## src/adcch_cfg.svh

```systemverilog
// Offsets, field positions and reset values of the converter channel registers
`ifndef ADCCH_CFG_SVH
`define ADCCH_CFG_SVH
// Register indices, byte address is four times the index
`define ADCCH_IDX_CTRL      8'h00
`define ADCCH_IDX_MUX       8'h01
`define ADCCH_IDX_RESL      8'h04
`define ADCCH_IDX_RESH      8'h05
`define ADCCH_IDX_TEMP      8'h07
`define ADCCH_IDX_COMPARE_VALUE_LOW      8'h18
`define ADCCH_IDX_COMPARE_VALUE_HIGH      8'h19
// Field position, reserved gain code and last valid pin and source codes
`define ADCCH_START_BIT     7
`define ADCCH_GAIN_RESERVED 3'h7
`define ADCCH_PIN_LAST      4'hB
`define ADCCH_INT_LAST      4'h3
// Reset values
`define ADCCH_RST_BYTE      8'h00
`define ADCCH_RST_WORD      16'h0000
`endif

```

## src/adcch_pkg.sv

```systemverilog
// Types shared by the converter channel register block
`default_nettype none
package adcch_pkg;
    // Result packing chosen by the module-wide control
    typedef enum logic [1:0] {
        ADCCH_FMT_12R = 2'h0,
        ADCCH_FMT_12L = 2'h1,
        ADCCH_FMT_8   = 2'h2
    } adcch_fmt_t;
    // Channel input mode codes
    typedef enum logic [1:0] {
        ADCCH_MODE_INTERNAL = 2'h0,
        ADCCH_MODE_SINGLE   = 2'h1,
        ADCCH_MODE_DIFFERENTIAL_INPUT     = 2'h2,
        ADCCH_MODE_DIFFG    = 2'h3
    } adcch_mode_t;
    // Whole state of the channel
    typedef struct packed {
        logic        rdy;
        logic [31:0] prdata;
        logic        pslverr;
        logic        start;
        logic [2:0]  gain;
        adcch_mode_t mode;
        logic [3:0]  pos;
        logic [1:0]  neg;
        logic [15:0] cmp;
        logic [15:0] res;
        logic [7:0]  temp;
        logic        discard;
        logic [3:0]  pos_pin;
        logic        pos_ok;
        logic [1:0]  int_src;
        logic        int_ok;
        logic [2:0]  neg_pin;
        logic        neg_ok;
        logic        gain_on;
    } adcch_state_t;
endpackage
`default_nettype wire

```

## src/adcch_channel.sv

```systemverilog
// One converter channel: control, input select, compare value and result packing
// Behaviour
// - Left 12-bit: result bits 11:4 in high byte
// - Right 12-bit: bits 11:8 low nibble, top sign-extended in signed differential modes, else zero
// - 8-bit: high byte is sign copies or zero
// - Right 12-bit and 8-bit: low byte bits 7:0
// - Left 12-bit: bits 3:0 in low-byte top nibble
// - Read-write 16-bit compare value at 0x18/0x19
// - Start bit launches, self-clears, re-set harmless
// - Module-wide start view shares this storage
// - Gain codes 1x to 64x, code 111 reserved
// - Unsigned: internal or single pin modes only
// - Signed adds differential and gained differential
// - Input mode change discards pipeline results
// - Internal sources selected by codes 0000 to 0011
// - Single or differential: pins 0 to 11
// - Gained differential: pins 0 to 7 only
// - Result value read-only, zero after reset
// - Negative pin used only in differential modes
// - Low-byte read latches high byte into temp
//
// Local design decision: register access over APB.
`timescale 1ns/1ps
`default_nettype none
`include "adcch_cfg.svh"
module adcch_channel (
    input  wire logic                 pclk,
    input  wire logic                 presetn,
    input  wire logic                 clk_en,
    input  wire logic                 psel,
    input  wire logic                 penable,
    input  wire logic                 pwrite,
    input  wire logic [9:0]           paddr,
    input  wire logic [31:0]          pwdata,
    output logic [31:0]               prdata,
    output logic                      pready,
    output logic                      pslverr,
    input  wire logic                 signed_conversion_select,
    input  wire adcch_pkg::adcch_fmt_t result_format,
    input  wire logic                 module_start_set,
    input  wire logic                 conv_started,
    input  wire logic                 conv_done,
    input  wire logic [11:0]          conv_result,
    output logic                      start_request,
    output logic [2:0]                gain_select,
    output logic                      gain_stage_on,
    output adcch_pkg::adcch_mode_t    input_source_mode,
    output logic [1:0]                internal_source,
    output logic                      internal_source_valid,
    output logic [3:0]                positive_pin,
    output logic                      positive_pin_valid,
    output logic [2:0]                negative_pin,
    output logic                      negative_pin_valid,
    output logic [15:0]               compare_value,
    output logic [15:0]               channel_result_value,
    output logic                      pipeline_discard
);
    import adcch_pkg::*;

    adcch_state_t s_reg;          // Registered state
    adcch_state_t s_next;         // Next state
    logic         acc_done;       // Access phase completes this edge
    logic         wr;             // Completing write
    logic         rd;             // Completing read
    logic [7:0]   idx;            // Register index from byte address
    logic [7:0]   rdval;          // Read data for the setup phase
    logic         mapped;         // Index hits a register
    logic         start_set;      // Any request to set the start bit
    logic         ext12;          // Sign fill for right-adjusted 12-bit
    logic         ext8;           // Sign fill for 8-bit results

    // Outputs are taken straight from the state flops
    assign prdata                = s_reg.prdata;
    assign pready                = s_reg.rdy;
    assign pslverr               = s_reg.pslverr;
    assign start_request         = s_reg.start;
    assign gain_select           = s_reg.gain;
    assign gain_stage_on         = s_reg.gain_on;
    assign input_source_mode     = s_reg.mode;
    assign internal_source       = s_reg.int_src;
    assign internal_source_valid = s_reg.int_ok;
    assign positive_pin          = s_reg.pos_pin;
    assign positive_pin_valid    = s_reg.pos_ok;
    assign negative_pin          = s_reg.neg_pin;
    assign negative_pin_valid    = s_reg.neg_ok;
    assign compare_value         = s_reg.cmp;
    assign channel_result_value  = s_reg.res;
    assign pipeline_discard      = s_reg.discard;

    // All next-state logic
    always_comb begin
        s_next         = s_reg;
        s_next.discard = 1'b0;
        s_next.rdy     = 1'b0;
        idx            = paddr[9:2];
        acc_done       = psel && penable && s_reg.rdy;
        wr             = acc_done && pwrite;
        rd             = acc_done && !pwrite;
        mapped         = 1'b1;
        rdval          = `ADCCH_RST_BYTE;
        // Read mux; reserved bits read as zero
        case (idx)
            `ADCCH_IDX_CTRL: begin
                rdval = {s_reg.start, 2'h0, s_reg.gain, s_reg.mode};
            end
            `ADCCH_IDX_MUX: begin
                rdval = {1'b0, s_reg.pos, 1'b0, s_reg.neg};
            end
            `ADCCH_IDX_RESL: begin
                rdval = s_reg.res[7:0];
            end
            `ADCCH_IDX_RESH: begin
                rdval = s_reg.temp; // Coherent half of the pair
            end
            `ADCCH_IDX_TEMP: begin
                rdval = s_reg.temp;
            end
            `ADCCH_IDX_COMPARE_VALUE_LOW: begin
                rdval = s_reg.cmp[7:0];
            end
            `ADCCH_IDX_COMPARE_VALUE_HIGH: begin
                rdval = s_reg.temp; // Same latch serves the compare pair
            end
            default: begin
                mapped = 1'b0;
            end
        endcase
        // Setup phase: answer is prepared, pready rises next edge
        if (psel && !penable && !s_reg.rdy) begin
            s_next.rdy     = 1'b1;
            s_next.pslverr = !mapped;
            s_next.prdata  = {24'h000000, rdval};
        end
        // Writes take effect only on the completing edge
        if (wr && mapped) begin
            case (idx)
                `ADCCH_IDX_CTRL: begin
                    s_next.gain = pwdata[4:2];
                    s_next.mode = adcch_mode_t'(pwdata[1:0]);
                    if (pwdata[1:0] != s_reg.mode) begin
                        s_next.discard = 1'b1;
                    end
                end
                `ADCCH_IDX_MUX: begin
                    s_next.pos = pwdata[6:3];
                    s_next.neg = pwdata[1:0];
                end
                `ADCCH_IDX_TEMP: begin
                    s_next.temp = pwdata[7:0];
                end
                `ADCCH_IDX_COMPARE_VALUE_LOW: begin
                    s_next.cmp[7:0] = pwdata[7:0];
                end
                `ADCCH_IDX_COMPARE_VALUE_HIGH: begin
                    s_next.cmp[15:8] = pwdata[7:0];
                end
                default: begin
                    // Result registers ignore writes
                end
            endcase
        end
        // Low-byte reads freeze the high byte for the next read
        if (rd && idx == `ADCCH_IDX_RESL) begin
            s_next.temp = s_reg.res[15:8];
        end
        if (rd && idx == `ADCCH_IDX_COMPARE_VALUE_LOW) begin
            s_next.temp = s_reg.cmp[15:8];
        end
        // One storage bit for both start views; set wins over clear
        start_set = module_start_set
                  || (wr && idx == `ADCCH_IDX_CTRL && pwdata[`ADCCH_START_BIT]);
        if (start_set) begin
            s_next.start = 1'b1; // Setting while set is harmless
        end else if (conv_started) begin
            s_next.start = 1'b0;
        end
        // Result packing on completion
        ext12 = signed_conversion_select && s_reg.mode[1] && conv_result[11];
        ext8  = signed_conversion_select && conv_result[7];
        if (conv_done) begin
            case (result_format)
                ADCCH_FMT_12L: begin
                    s_next.res = {conv_result, 4'h0};
                end
                ADCCH_FMT_8: begin
                    s_next.res = {{8{ext8}}, conv_result[7:0]};
                end
                default: begin
                    s_next.res = {{4{ext12}}, conv_result};
                end
            endcase
        end
        // Internal sources, any conversion mode
        s_next.int_src = s_next.pos[1:0];
        s_next.int_ok  = (s_next.mode == ADCCH_MODE_INTERNAL)
                       && (s_next.pos <= `ADCCH_INT_LAST);
        // Positive pin; differential codes need signed mode
        s_next.pos_pin = s_next.pos;
        case (s_next.mode)
            ADCCH_MODE_SINGLE: begin
                s_next.pos_ok = s_next.pos <= `ADCCH_PIN_LAST;
            end
            ADCCH_MODE_DIFFERENTIAL_INPUT: begin
                s_next.pos_ok = signed_conversion_select
                              && (s_next.pos <= `ADCCH_PIN_LAST);
            end
            ADCCH_MODE_DIFFG: begin
                s_next.pos_ok = signed_conversion_select && !s_next.pos[3];
            end
            default: begin
                s_next.pos_ok = 1'b0;
            end
        endcase
        // Negative pin: upper group in gained differential mode, whatever the gain code
        s_next.neg_pin = {s_next.mode == ADCCH_MODE_DIFFG, s_next.neg};
        s_next.neg_ok  = signed_conversion_select && s_next.mode[1];
        // Gain only in gained differential; reserved code disables it
        s_next.gain_on = signed_conversion_select
                       && (s_next.mode == ADCCH_MODE_DIFFG)
                       && (s_next.gain != `ADCCH_GAIN_RESERVED);
    end

    // State register; clock enable freezes everything
    always_ff @(posedge pclk or negedge presetn) begin
        if (!presetn) begin
            s_reg <= '0;
        end else if (clk_en) begin
            s_reg <= s_next;
        end
    end
endmodule
`default_nettype wire

```

## config.mk

```make
export PLATFORM = sky130hd
export DESIGN_NAME = adcch_channel
export DESIGN_NICKNAME = d
export VERILOG_FILES = /design/src/adcch_pkg.sv /design/src/adcch_channel.sv
export VERILOG_INCLUDE_DIRS = /design/src
export SDC_FILE = /design/constraint.sdc
export NUM_CORES = 1
export LEC_CHECK = 0
export ABC_AREA = 1
export BUFFER_PORTS_ARGS = -buffer_cell sky130_fd_sc_hd__buf_2
export CAP_MARGIN = 20
export CORE_ASPECT_RATIO = 1.25
export CORE_MARGIN = 1
export CORE_UTILIZATION = 40
export CTS_BUF_LIST = sky130_fd_sc_hd__clkbuf_8
export DETAILED_ROUTE_END_ITERATION = 10
export GPL_ROUTABILITY_DRIVEN = 0
export MAX_ROUTING_LAYER = met4
export PLACE_DENSITY = 0.67
export REMOVE_ABC_BUFFERS = 1
export SLEW_MARGIN = 0
export SYNTH_ARGS = -nofsm -noshare
export SYNTH_HDL_FRONTEND = slang
export SYNTH_SLANG_ARGS = --single-unit
```

## constraint.sdc

```tcl
create_clock -name pclk -period 1.52 [get_ports pclk]
set_clock_uncertainty 0.15 [all_clocks]
set_input_delay 0.228 -clock pclk [delete_from_list [all_inputs] [get_ports pclk]]
set_output_delay 0.228 -clock pclk [all_outputs]
set_load 0.005 [all_outputs]
```

==> impl_metrics.py, run 1 <==
metrics = {
    "finish": {
        "most_frequent_cells_in_the_layout": "nand2_1, buf_2, dfrtp_1",
        "area_overhead_of_the_layout_relative_to_synthesis_pct": 28.5,
        "layout.filler_cells": 932,
        "n_antenna_cell": 0,
        "design_area_um2": 5300,
        "drive_gt1_share_pct": 41.9,
        "fin_nets": 696,
        "layout_commonest_cell": "nand2_1",
    },
    "pwr": {
        "leakage_nw": 2.83,
        "total_power_mw": 4.27,
        "max-vdd-ir-drop_v": 0.000484,
        "powerDensity_nw_per_um2": 806,
    },
    "sta": {
        "hold_violations": 0,
        "timing.fmax_ghz": 0.604,
        "grt_setup_unrepaired": "true",
        "fin_crit_sh_pct": 109,
        "setup_viol_count_final": 31,
        "final_max_slew_viol_count": 0,
        "period_needed_ns": 1.66,
        "final.setup.worst_slack_ns": -0.135,
    },
    "synth": {
        "yosysWarningCount": 0,
        "ys_dominant_reg_cell": "dfrtp_1",
        "synth.distinct_cells": 40,
        "synth_enable_flop_cells": 0,
        "syn_inst": 519,
        "syn_area_per_cell_um2": 7.95,
        "yosysSeqAreaShare_pct": 41.3,
        "async_flop_share_pct": 100,
        "postSynthRegisterBits": 68,
        "netlist_area_um2": 4120,
    },
    "floorplan": {
        "rows": 41,
        "io_pins": 152,
        "die_y_um": 116,
        "die_area_um2": 10700,
        "die_width_um": 92.8,
        "placeableCoreArea_um2": 10100,
        "initial_core_utilization_pct": 41.0,
    },
    "route": {
        "drtPass1Iterations": 4,
        "route.vias.total": 3811,
        "wire_length_per_cell_um": 15.3,
        "drtIter0Drc": 235,
        "remaining_drc_errors": 0,
        "vias_per_cell": 5.01,
        "routed_wirelength_mm": 11.6,
        "route.antenna.remaining_nets": 0,
    },
    "place": {
        "hpwl_mm": 8.44,
        "numPortBuffers": 101,
        "postPlaceCellArea_um2": 4580,
    },
    "grt": {
        "gr-usage-all-layers_pct": 22.1,
        "first_global_vias": 3766,
        "pin_count_of_the_biggest_net_entering_global_routing": 69,
        "first_pass_grt_wire_length_mm": 17.6,
        "globalRouteOverflowTotal": 0,
        "antenna_found_initial": 0,
    },
    "outcome": {
        "violations": "setup timing",
        "outcome": "finished, violations left",
    },
    "clock_tree": {
        "tritoncts": "done",
        "count_of_clock_tree_sinks": 68,
        "clk_pin_slew_worst_paths_ns": 0.07,
        "cts_htree_levels": 3,
        "cts_max_path_buffers": 2,
        "insertion_delay_ns": 0.34,
        "cts-buffers-inserted": 9,
        "cts_root_buf": "clkbuf_8",
    },
    "setup_path": {
        "critical_path.cell_chain": "nand3_2 > nor2_4 > buf_12 > nand2_8 > nor2_4 > buf_6 > nand2_8 > nand2_1 > o21ai_1",
        "critical_path.n_buffers_inverters": 2,
        "cp.required_ns": 1.61,
        "crit_path_max_incr_delay_ns": 0.36,
        "crit_path_top_delay_cell": "dfrtp_1",
        "worst-setup-path-type": "flop to flop",
        "timing.critical_path.max_delay_family": "simple AND/OR/NAND/NOR gates",
        "path_max_fanout": 8,
        "worstSetupStartpointType": "flop",
        "cp_data_arrival_time_ns": 1.74,
        "cp-end-kind": "flop",
    },
    "run": {
        "max_cap_viol_count": 0,
    },
    "min_path": {
        "worstHoldPathType": "input pin to flop",
    },
}
## power breakdown
part | total, mW | switching (mW) | internal, mW
Clock | 1.43 | 0.654 | 0.774
Sequential | 2.04 | 0.110 | 1.93
Combinational | 0.803 | 0.458 | 0.345
Total | 4.27 | 1.22 | 3.05
## path summary, 6_finish.rpt
path / to / start / cells after the start / slack [ns]
setup reg to reg: compare_value[1] / pready / 9 / -0.14
max in group asynchronous: compare_value[14] / presetn / 3 / 0.63
hold reg to reg: internal_source_valid / internal_source_valid / 2 / 0.33
setup / recovery: compare_value[1] / pready / 9 / -0.14
min in group asynchronous: prdata[2] / presetn / 3 / 0.28
hold / removal: channel_result_value[1] / conv_result[1] / 3 / 0.03
## metrics by stage
| stage | std cells | hold WS (ns) | util (%) | setup TNS (ns) | worst slack [ns] |
|---|---|---|---|---|---|
| final | 761 | 0.0261 | 52.7 | -2.87 | -0.135 |
| after global routing | 761 | 0.0208 | 52.7 | -5.10 | -0.202 |
| after CTS | 751 | 0.00316 | 49.2 | -0.875 | -0.0449 |
| after detailed placement | 728 | 0.130 | 45.6 | -14.34 | -0.365 |
| after global placement | 728 | 0.123 | 45.6 | -12.22 | -0.331 |
| after floorplan | 452 | -0.218 | - | -18.33 | -0.559 |
## tightest hold or removal path, stage by stage
cell and delay (ns):
buf_2 0.10, nand2_1 0.08, o22ai_1 0.06
## area by class of cell
type | instances | area, um^2 | share of cell area, %
timing repair buffer | 161 | 1060 | 20.0
clock buffer | 10 | 138 | 2.60
sequential | 68 | 1700 | 32.1
inverter | 45 | 178 | 3.35
tap | 129 | 161 | 3.05
clock inverter | 5 | 46.3 | 0.874
multi-input combinational | 343 | 2020 | 38.0
## cell usage after synthesis, drive strengths merged, types with 3 or more instances
cell,instances,share of area [%]
o22ai,7,1.1
nor2,49,6.0
clkbuf,6,0.55
o21ai,62,7.9
nor3,3,0.36
a21oi,9,1.1
a211oi,3,0.55
nand3,14,2.0
buf,84,16
a221oi,6,1.3
nand2,139,14
inv,44,4.0
o311ai,3,0.64
dfrtp,68,41
## layer usage
layer	GRT usage (%)	wire (um)	vias to the layer above
met3	4.33	575	29
met5	-	0	-
met1	25.4	4650	1812
met2	37.1	6080	146
met4	10.3	336	0
li1	-	-	1824
## kinds of logic after synthesis
| family | share of synthesized area (%) |
|---|---|
| flip-flops | 41.3 |
| XOR/XNOR | 0.425 |
| AO/OA/AOI/OAI | 14.8 |
| adder cells (fa/ha/maj) | 0.607 |
| AND/OR/NAND/NOR | 22.5 |
| other | 0.0909 |
| buffers and inverters | 20.2 |
## what timing repair did
| action | 4_1_cts | 5_1_grt |
|---|---|---|
| hold buffers | 4 | 0 |
| setup buffers | 3 | 8 |
| gates resized for setup | 28 | 79 |
| gates cloned | 2 | 3 |
| setup endpoints to repair | 37 | 44 |
| pin swaps | 12 | 20 |
| endpoints found under the hold margin | 71 | 0 |
Note: power is estimated with default switching activity, not from simulation.
==> run 2: changes to the inputs <==
Settings changed: HOLD_SLACK_MARGIN set to 0.05, REMOVE_ABC_BUFFERS 1 to not set.
==> run 2 against run 1 <==
Compared with the run above:
- the flow still finishes with violations (setup timing)
- largest cell class unchanged
- via count grew 0.42%
- highest routed layer unchanged
- cell count unchanged
- sequential cell count is the same
- die area stayed put
- core utilization fell by 1.4 points
- count of clock-buffer cells in the layout is 1 lower
- power grew 3.8%
- combinational power shrank 2.9%
- clock power up 13%
- first-iteration DRC count is 18% higher
- design area decreased by 2.6%
==> impl_metrics.py, run 2 (same netlist as run 1, synthesis figures left out) <==
metrics = {
    "route": {
        "routed_wirelength_mm": 11.7,
        "met3_length_um": 678,
        "vias_per_cell": 5.03,
        "remaining_drc_errors": 0,
        "top_layer_used": "met4",
        "wl_met2_mm": 5.96,
        "drtPass1Iterations": 7,
        "route.vias.total": 3827,
        "wire_length_per_cell_um": 15.4,
        "wl_met1_mm": 4.56,
        "route.antenna.remaining_nets": 0,
        "drtIter0Drc": 277,
    },
    "floorplan": {
        "initial_core_utilization_pct": 41.0,
        "rows": 41,
        "io_pins": 152,
        "die_width_um": 92.8,
        "die_area_um2": 10700,
        "placeableCoreArea_um2": 10100,
        "die_y_um": 116,
    },
    "outcome": {
        "violations": "setup timing",
        "outcome": "finished, violations left",
    },
    "clock_tree": {
        "count_of_clock_tree_sinks": 68,
        "cts_root_buf": "clkbuf_8",
        "clk_pin_slew_worst_paths_ns": 0.07,
        "cts_max_path_buffers": 2,
        "tritoncts": "done",
        "insertion_delay_ns": 0.36,
        "cts-buffers-inserted": 9,
        "cts_htree_levels": 3,
    },
    "finish": {
        "drive_gt1_share_pct": 35.9,
        "n_antenna_cell": 0,
        "layout_commonest_cell": "nand2_1",
        "most_frequent_cells_in_the_layout": "nand2_1, buf_2, dfrtp_1",
        "area_overhead_of_the_layout_relative_to_synthesis_pct": 25.1,
        "fin_nets": 695,
    },
    "setup_path": {
        "crit_path_max_incr_delay_ns": 0.38,
        "r2r_start": "pready",
        "cp_data_arrival_time_ns": 1.72,
        "crit_path_top_delay_cell": "dfrtp_1",
        "worstSetupStartpointType": "flop",
        "path_max_fanout": 8,
        "cp-end-kind": "flop",
        "cp.required_ns": 1.61,
        "rr_endpoint": "compare_value[14]",
        "worst-setup-path-type": "flop to flop",
        "timing.critical_path.max_delay_family": "simple AND/OR/NAND/NOR gates",
        "critical_path.n_buffers_inverters": 2,
        "critical_path.cell_chain": "nand3_4 > nor2_4 > buf_6 > nand2_8 > nor2_4 > buf_6 > nand2_8 > nand2_1 > o21ai_1",
        "reg2reg_slack_ns": -0.11,
        "rr_worst_depth": 9,
    },
    "sta": {
        "hold_violations": 0,
        "period_needed_ns": 1.63,
        "setup_viol_count_final": 41,
        "whs_ns": 0.0723,
        "final_max_slew_viol_count": 0,
        "final.setup.worst_slack_ns": -0.109,
        "fin_crit_sh_pct": 107,
        "fin_setup_tns_ns": -2.58,
        "timing.fmax_ghz": 0.614,
        "grt_setup_unrepaired": "true",
    },
    "grt": {
        "first_global_vias": 3618,
        "pin_count_of_the_biggest_net_entering_global_routing": 69,
        "gr-usage-all-layers_pct": 22.8,
        "globalRouteOverflowTotal": 0,
        "antenna_found_initial": 0,
        "first_pass_grt_wire_length_mm": 18.0,
    },
    "place": {
        "hpwl_mm": 8.61,
        "dp_worst_setup_slack_ns": -0.374,
        "numPortBuffers": 101,
    },
    "min_path": {
        "hold_start": "conv_result[11]",
        "hold-path-cell-count": 3,
        "worstHoldPathType": "input pin to flop",
        "worst_hold_path.endpoint": "channel_result_value[15]",
    },
    "pwr": {
        "max-vdd-ir-drop_v": 0.000500,
        "powerDensity_nw_per_um2": 859,
        "leakage_nw": 2.75,
    },
    "run": {
        "max_cap_viol_count": 0,
    },
}
==> run 2: cell count changes in the layout (fill, tap and decap cells not counted), moves of 3 or more <==
cell and change:
buf_4 -4, buf_6 -4, clkinvlp_4 +4, dlygate4sd3_1 +10, inv_1 -3, nand2_1 +12, nand2_2 -9, nand2_8 -3
nor2_2 -3, nor2_4 +4, o21ai_1 +21, o21ai_2 -19
==> run 2: routing by layer <==
metal,GRT usage (%),vias up
li1,-,1807
met3,3.61,42
met2,37.5,181
met5,-,-
met4,12.7,0
met1,26.6,1797
==> run 2: worst register-to-register path: stages (launching register included) <==
cell     delay (ns)
dfrtp_1        0.38
nand3_4        0.11
nor2_4         0.12
buf_6          0.14
nand2_8        0.08
nor2_4         0.20
buf_6          0.15
nand2_8        0.07
nand2_1        0.06
o21ai_1        0.05
==> run 2: layout make-up <==
class / instances / area [um^2]
Timing Repair inverter: 2 / 15.0
Clock buffer: 9 / 124
Tap cell: 129 / 161
Sequential cell: 68 / 1700
Fill cell: 976 / 4890
Multi-Input combinational cell: 341 / 1870
Timing Repair Buffer: 160 / 1020
Inverter: 45 / 173
Clock inverter: 7 / 92.6
==> run 2: worst max-delay path by stage <==
| stage | depth (start not counted) | endpoint | slack [ns] | start |
|---|---|---|---|---|
| 3_3_place_gp | 12 | s_reg[15] | -0.34 | paddr[5] |
| 4_1_cts | 9 | s_reg[20] | -0.08 | pready |
| 5_1_grt | 11 | positive_pin_valid | -0.19 | pready |
| 2_1_floorplan | 11 | s_reg[19] | -0.11 | paddr[9] |
| 6_report | 9 | compare_value[14] | -0.11 | pready |
| 3_5_place_dp | 11 | s_reg[54] | -0.37 | paddr[3] |
==> run 2: timing repair <==
item,CTS,global route
pin swaps,5,16
endpoints found under the setup margin,35,47
hold endpoints to repair,83,0
setup buffers,1,5
gates resized for setup,18,38
cloned,1,3
hold buffers,14,0
==> run 2: power by group <==
group	leakage, nW	internal, mW	switching [mW]
combinational	1.74	0.329	0.451
sequential	0.904	1.93	0.109
clock	0.107	0.916	0.699
total	2.75	3.17	1.26
==> run 2: metrics by stage <==
stage / cell area (um^2) / util, % / power (mW) / cells
CTS: 5000 / 49.8 / 4.43 / 753
detailed placement: 4560 / 45.3 / 2.77 / 721
global route: 5160 / 51.3 / 4.63 / 761
finish: 5160 / 51.3 / 4.43 / 761
floorplan: 4260 / - / 2.54 / 542
global placement: 4560 / 45.3 / 2.76 / 721
==> run 3: changes to the inputs <==
Settings changed: ABC_AREA 1 to not set, CORE_ASPECT_RATIO 1.25 to not set.
==> run 3 against run 2 <==
Compared with the run above:
- the flow still finishes with violations (setup timing)
- die area down 2.8%
- critical endpoint is now s_reg[14]
- sequential cell count unchanged
- via count down 8.8%
- global-route usage up 1.3 points
- worst hold slack better by 0.040 ns
- routed wire length down 0.40%
- sequential share of layout area down 1.6 points
- combinational power down 12%
==> impl_metrics.py, run 3 <==
metrics = {
    "sta": {
        "period_needed_ns": 1.89,
        "final_max_slew_viol_count": 0,
        "fin_crit_sh_pct": 124,
        "timing.fmax_ghz": 0.529,
        "whs_ns": 0.112,
        "hold_violations": 0,
        "final.setup.worst_slack_ns": -0.370,
        "grt_setup_unrepaired": "true",
        "fin_setup_tns_ns": -11.23,
        "setup_viol_count_final": 52,
    },
    "place": {
        "numPlacedInstances": 624,
        "hpwl_mm": 8.39,
        "numPortBuffers": 101,
        "dp_worst_setup_slack_ns": -0.685,
    },
    "grt": {
        "first_pass_grt_wire_length_mm": 17.9,
        "first_global_vias": 3318,
        "gr-usage-all-layers_pct": 24.1,
        "antenna_found_initial": 0,
        "globalRouteOverflowTotal": 0,
        "pin_count_of_the_biggest_net_entering_global_routing": 69,
    },
    "clock_tree": {
        "cts-buffers-inserted": 9,
        "cts_htree_levels": 3,
        "cts_max_path_buffers": 2,
        "count_of_clock_tree_sinks": 68,
        "tritoncts": "done",
        "insertion_delay_ns": 0.36,
        "clk_pin_slew_worst_paths_ns": 0.08,
        "cts_root_buf": "clkbuf_8",
    },
    "synth": {
        "syn_area_per_cell_um2": 9.83,
        "synth_area_leader_cell": "dfrtp_1",
        "synth.distinct_cells": 51,
        "synth.top_cells.by_area": "dfrtp_1, buf_4, mux2_2, a21oi_1, nor2_1",
        "synth.cells.most_frequent": "buf_4, dfrtp_1, nor2_1",
        "netlist_area_um2": 4010,
        "async_flop_share_pct": 100,
        "syn_inst": 408,
        "postSynthRegisterBits": 68,
        "ys_dominant_reg_cell": "dfrtp_1",
        "synth_largest_type_area_fraction_pct": 42.4,
        "cell_with_the_most_instances_after_synthesis": "buf_4",
        "synth_enable_flop_cells": 0,
        "yosysWarningCount": 0,
        "yosysSeqAreaShare_pct": 42.4,
    },
    "finish": {
        "fin_nets": 604,
        "drive_gt1_share_pct": 46.4,
        "finish.cell_count_without_fillers": 674,
        "area_overhead_of_the_layout_relative_to_synthesis_pct": 35.3,
        "most_frequent_cells_in_the_layout": "buf_2, dfrtp_1, buf_4",
        "layout_commonest_cell": "buf_2",
        "n_antenna_cell": 0,
        "postLayoutCoreUtil_pct": 55.7,
    },
    "setup_path": {
        "rr_worst_depth": 6,
        "path_max_fanout": 8,
        "cp_data_arrival_time_ns": 2.01,
        "r2r_start": "pready",
        "rr_endpoint": "s_reg[14]",
        "worstSetupStartpointType": "flop",
        "reg2reg_slack_ns": -0.37,
        "worst-setup-path-type": "flop to flop",
        "cp.required_ns": 1.64,
        "cp-end-kind": "flop",
    },
    "floorplan": {
        "initial_core_utilization_pct": 41.2,
        "io_pins": 152,
        "die_y_um": 102,
        "placeableCoreArea_um2": 9730,
        "die_area_um2": 10400,
        "die_width_um": 102,
        "rows": 36,
    },
    "outcome": {
        "outcome": "finished, violations left",
        "violations": "setup timing",
    },
    "pwr": {
        "max-vdd-ir-drop_v": 0.000411,
        "leakage_nw": 2.70,
        "powerDensity_nw_per_um2": 786,
    },
    "route": {
        "drtIter0Drc": 247,
        "remaining_drc_errors": 0,
        "drtPass1Iterations": 4,
        "vias_per_cell": 5.18,
        "route.vias.total": 3491,
        "wire_length_per_cell_um": 17.3,
        "route.antenna.remaining_nets": 0,
        "routed_wirelength_mm": 11.7,
    },
    "min_path": {
        "hold-path-cell-count": 2,
        "hold_start": "pwdata[0]",
        "worstHoldPathType": "input pin to flop",
        "worst_hold_path.endpoint": "input_source_mode[0]",
    },
    "run": {
        "max_cap_viol_count": 0,
    },
}
run 3: changes by cell type in the layout (fill, tap and decap cells not counted), sizes merged, moves of 8 or more:
cell	previous run	this run
a21oi	9	32
a22o	2	12
buf	146	167
inv	44	10
mux2	0	27
nand2	141	24
nand3	14	3
nor2	49	41
nor4	0	8
o21ai	62	4
run 3: through the flow:
stage	cell area (um^2)	total power [mW]
6_report	5420	4.26
5_1_grt	5420	4.44
4_1_cts	5320	4.25
3_5_place_dp	4690	2.61
3_3_place_gp	4690	2.60
2_1_floorplan	4300	2.40
run 3: worst max-delay path by stage:
stage,slack [ns],from,to,depth (start not counted)
after floorplan,-0.51,paddr[3],positive_pin_valid,6
after global placement,-0.60,paddr[7],internal_source_valid,7
after detailed placement,-0.68,paddr[7],internal_source_valid,7
after CTS,-0.27,paddr[3],positive_pin_valid,7
after global routing,-0.38,pready,s_reg[14],6
final,-0.37,pready,s_reg[14],6
run 3: worst max-delay path, stage by stage (launching register included):
cell      delay (ns)
dfrtp_1         0.40
buf_4           0.14
buf_6           0.09
and4b_2         0.26
o211ai_1        0.18
a21o_4          0.32
o31ai_4         0.27
run 3: cell type report:
class | instances | area [um^2]
Clock buffer | 11 | 151
Clock inverter | 5 | 58.8
Fill cell | 870 | 4310
Inverter | 9 | 33.8
Multi-Input combinational cell | 261 | 2030
Sequential cell | 68 | 1700
Tap cell | 133 | 166
Timing Repair Buffer | 187 | 1280
run 3: what timing repair did:
action | 4_1_cts | 5_1_grt
pin swaps | 23 | 9
setup buffers | 11 | 3
endpoints found under the setup margin | 51 | 53
endpoints found under the hold margin | 86 | 2
gates resized for setup | 32 | 18
gates cloned | 1 | 0
hold buffers | 19 | 1
run 3: per-layer routing:
layer / vias to the layer above / share of wire, % / track usage, %
met4: 0 / 2.1 / 9.01
met2: 148 / 48 / 37.7
met3: 16 / 6.5 / 4.04
met1: 1703 / 43 / 31.3
li1: 1624 / - / -
met5: - / 0 / -
run 3: logic make-up after synthesis:
group                    count (synthesis)  share of synthesized area [%]
other                                    1                         0.0935
XOR/XNOR                                 2                          0.437
AO/OA/AOI/OAI                           91                           16.2
adder cells (fa/ha/maj)                  2                          0.624
AND/OR/NAND/NOR                        107                           13.9
buffers and inverters                  103                           17.0
multiplexers                            34                           9.33
flip-flops                              68                           42.4
run 3: power breakdown:
group	internal, mW	switching [mW]	total (mW)
Clock	0.850	0.745	1.59
Sequential	1.89	0.0863	1.97
Combinational	0.321	0.369	0.690
Total	3.06	1.20	4.26
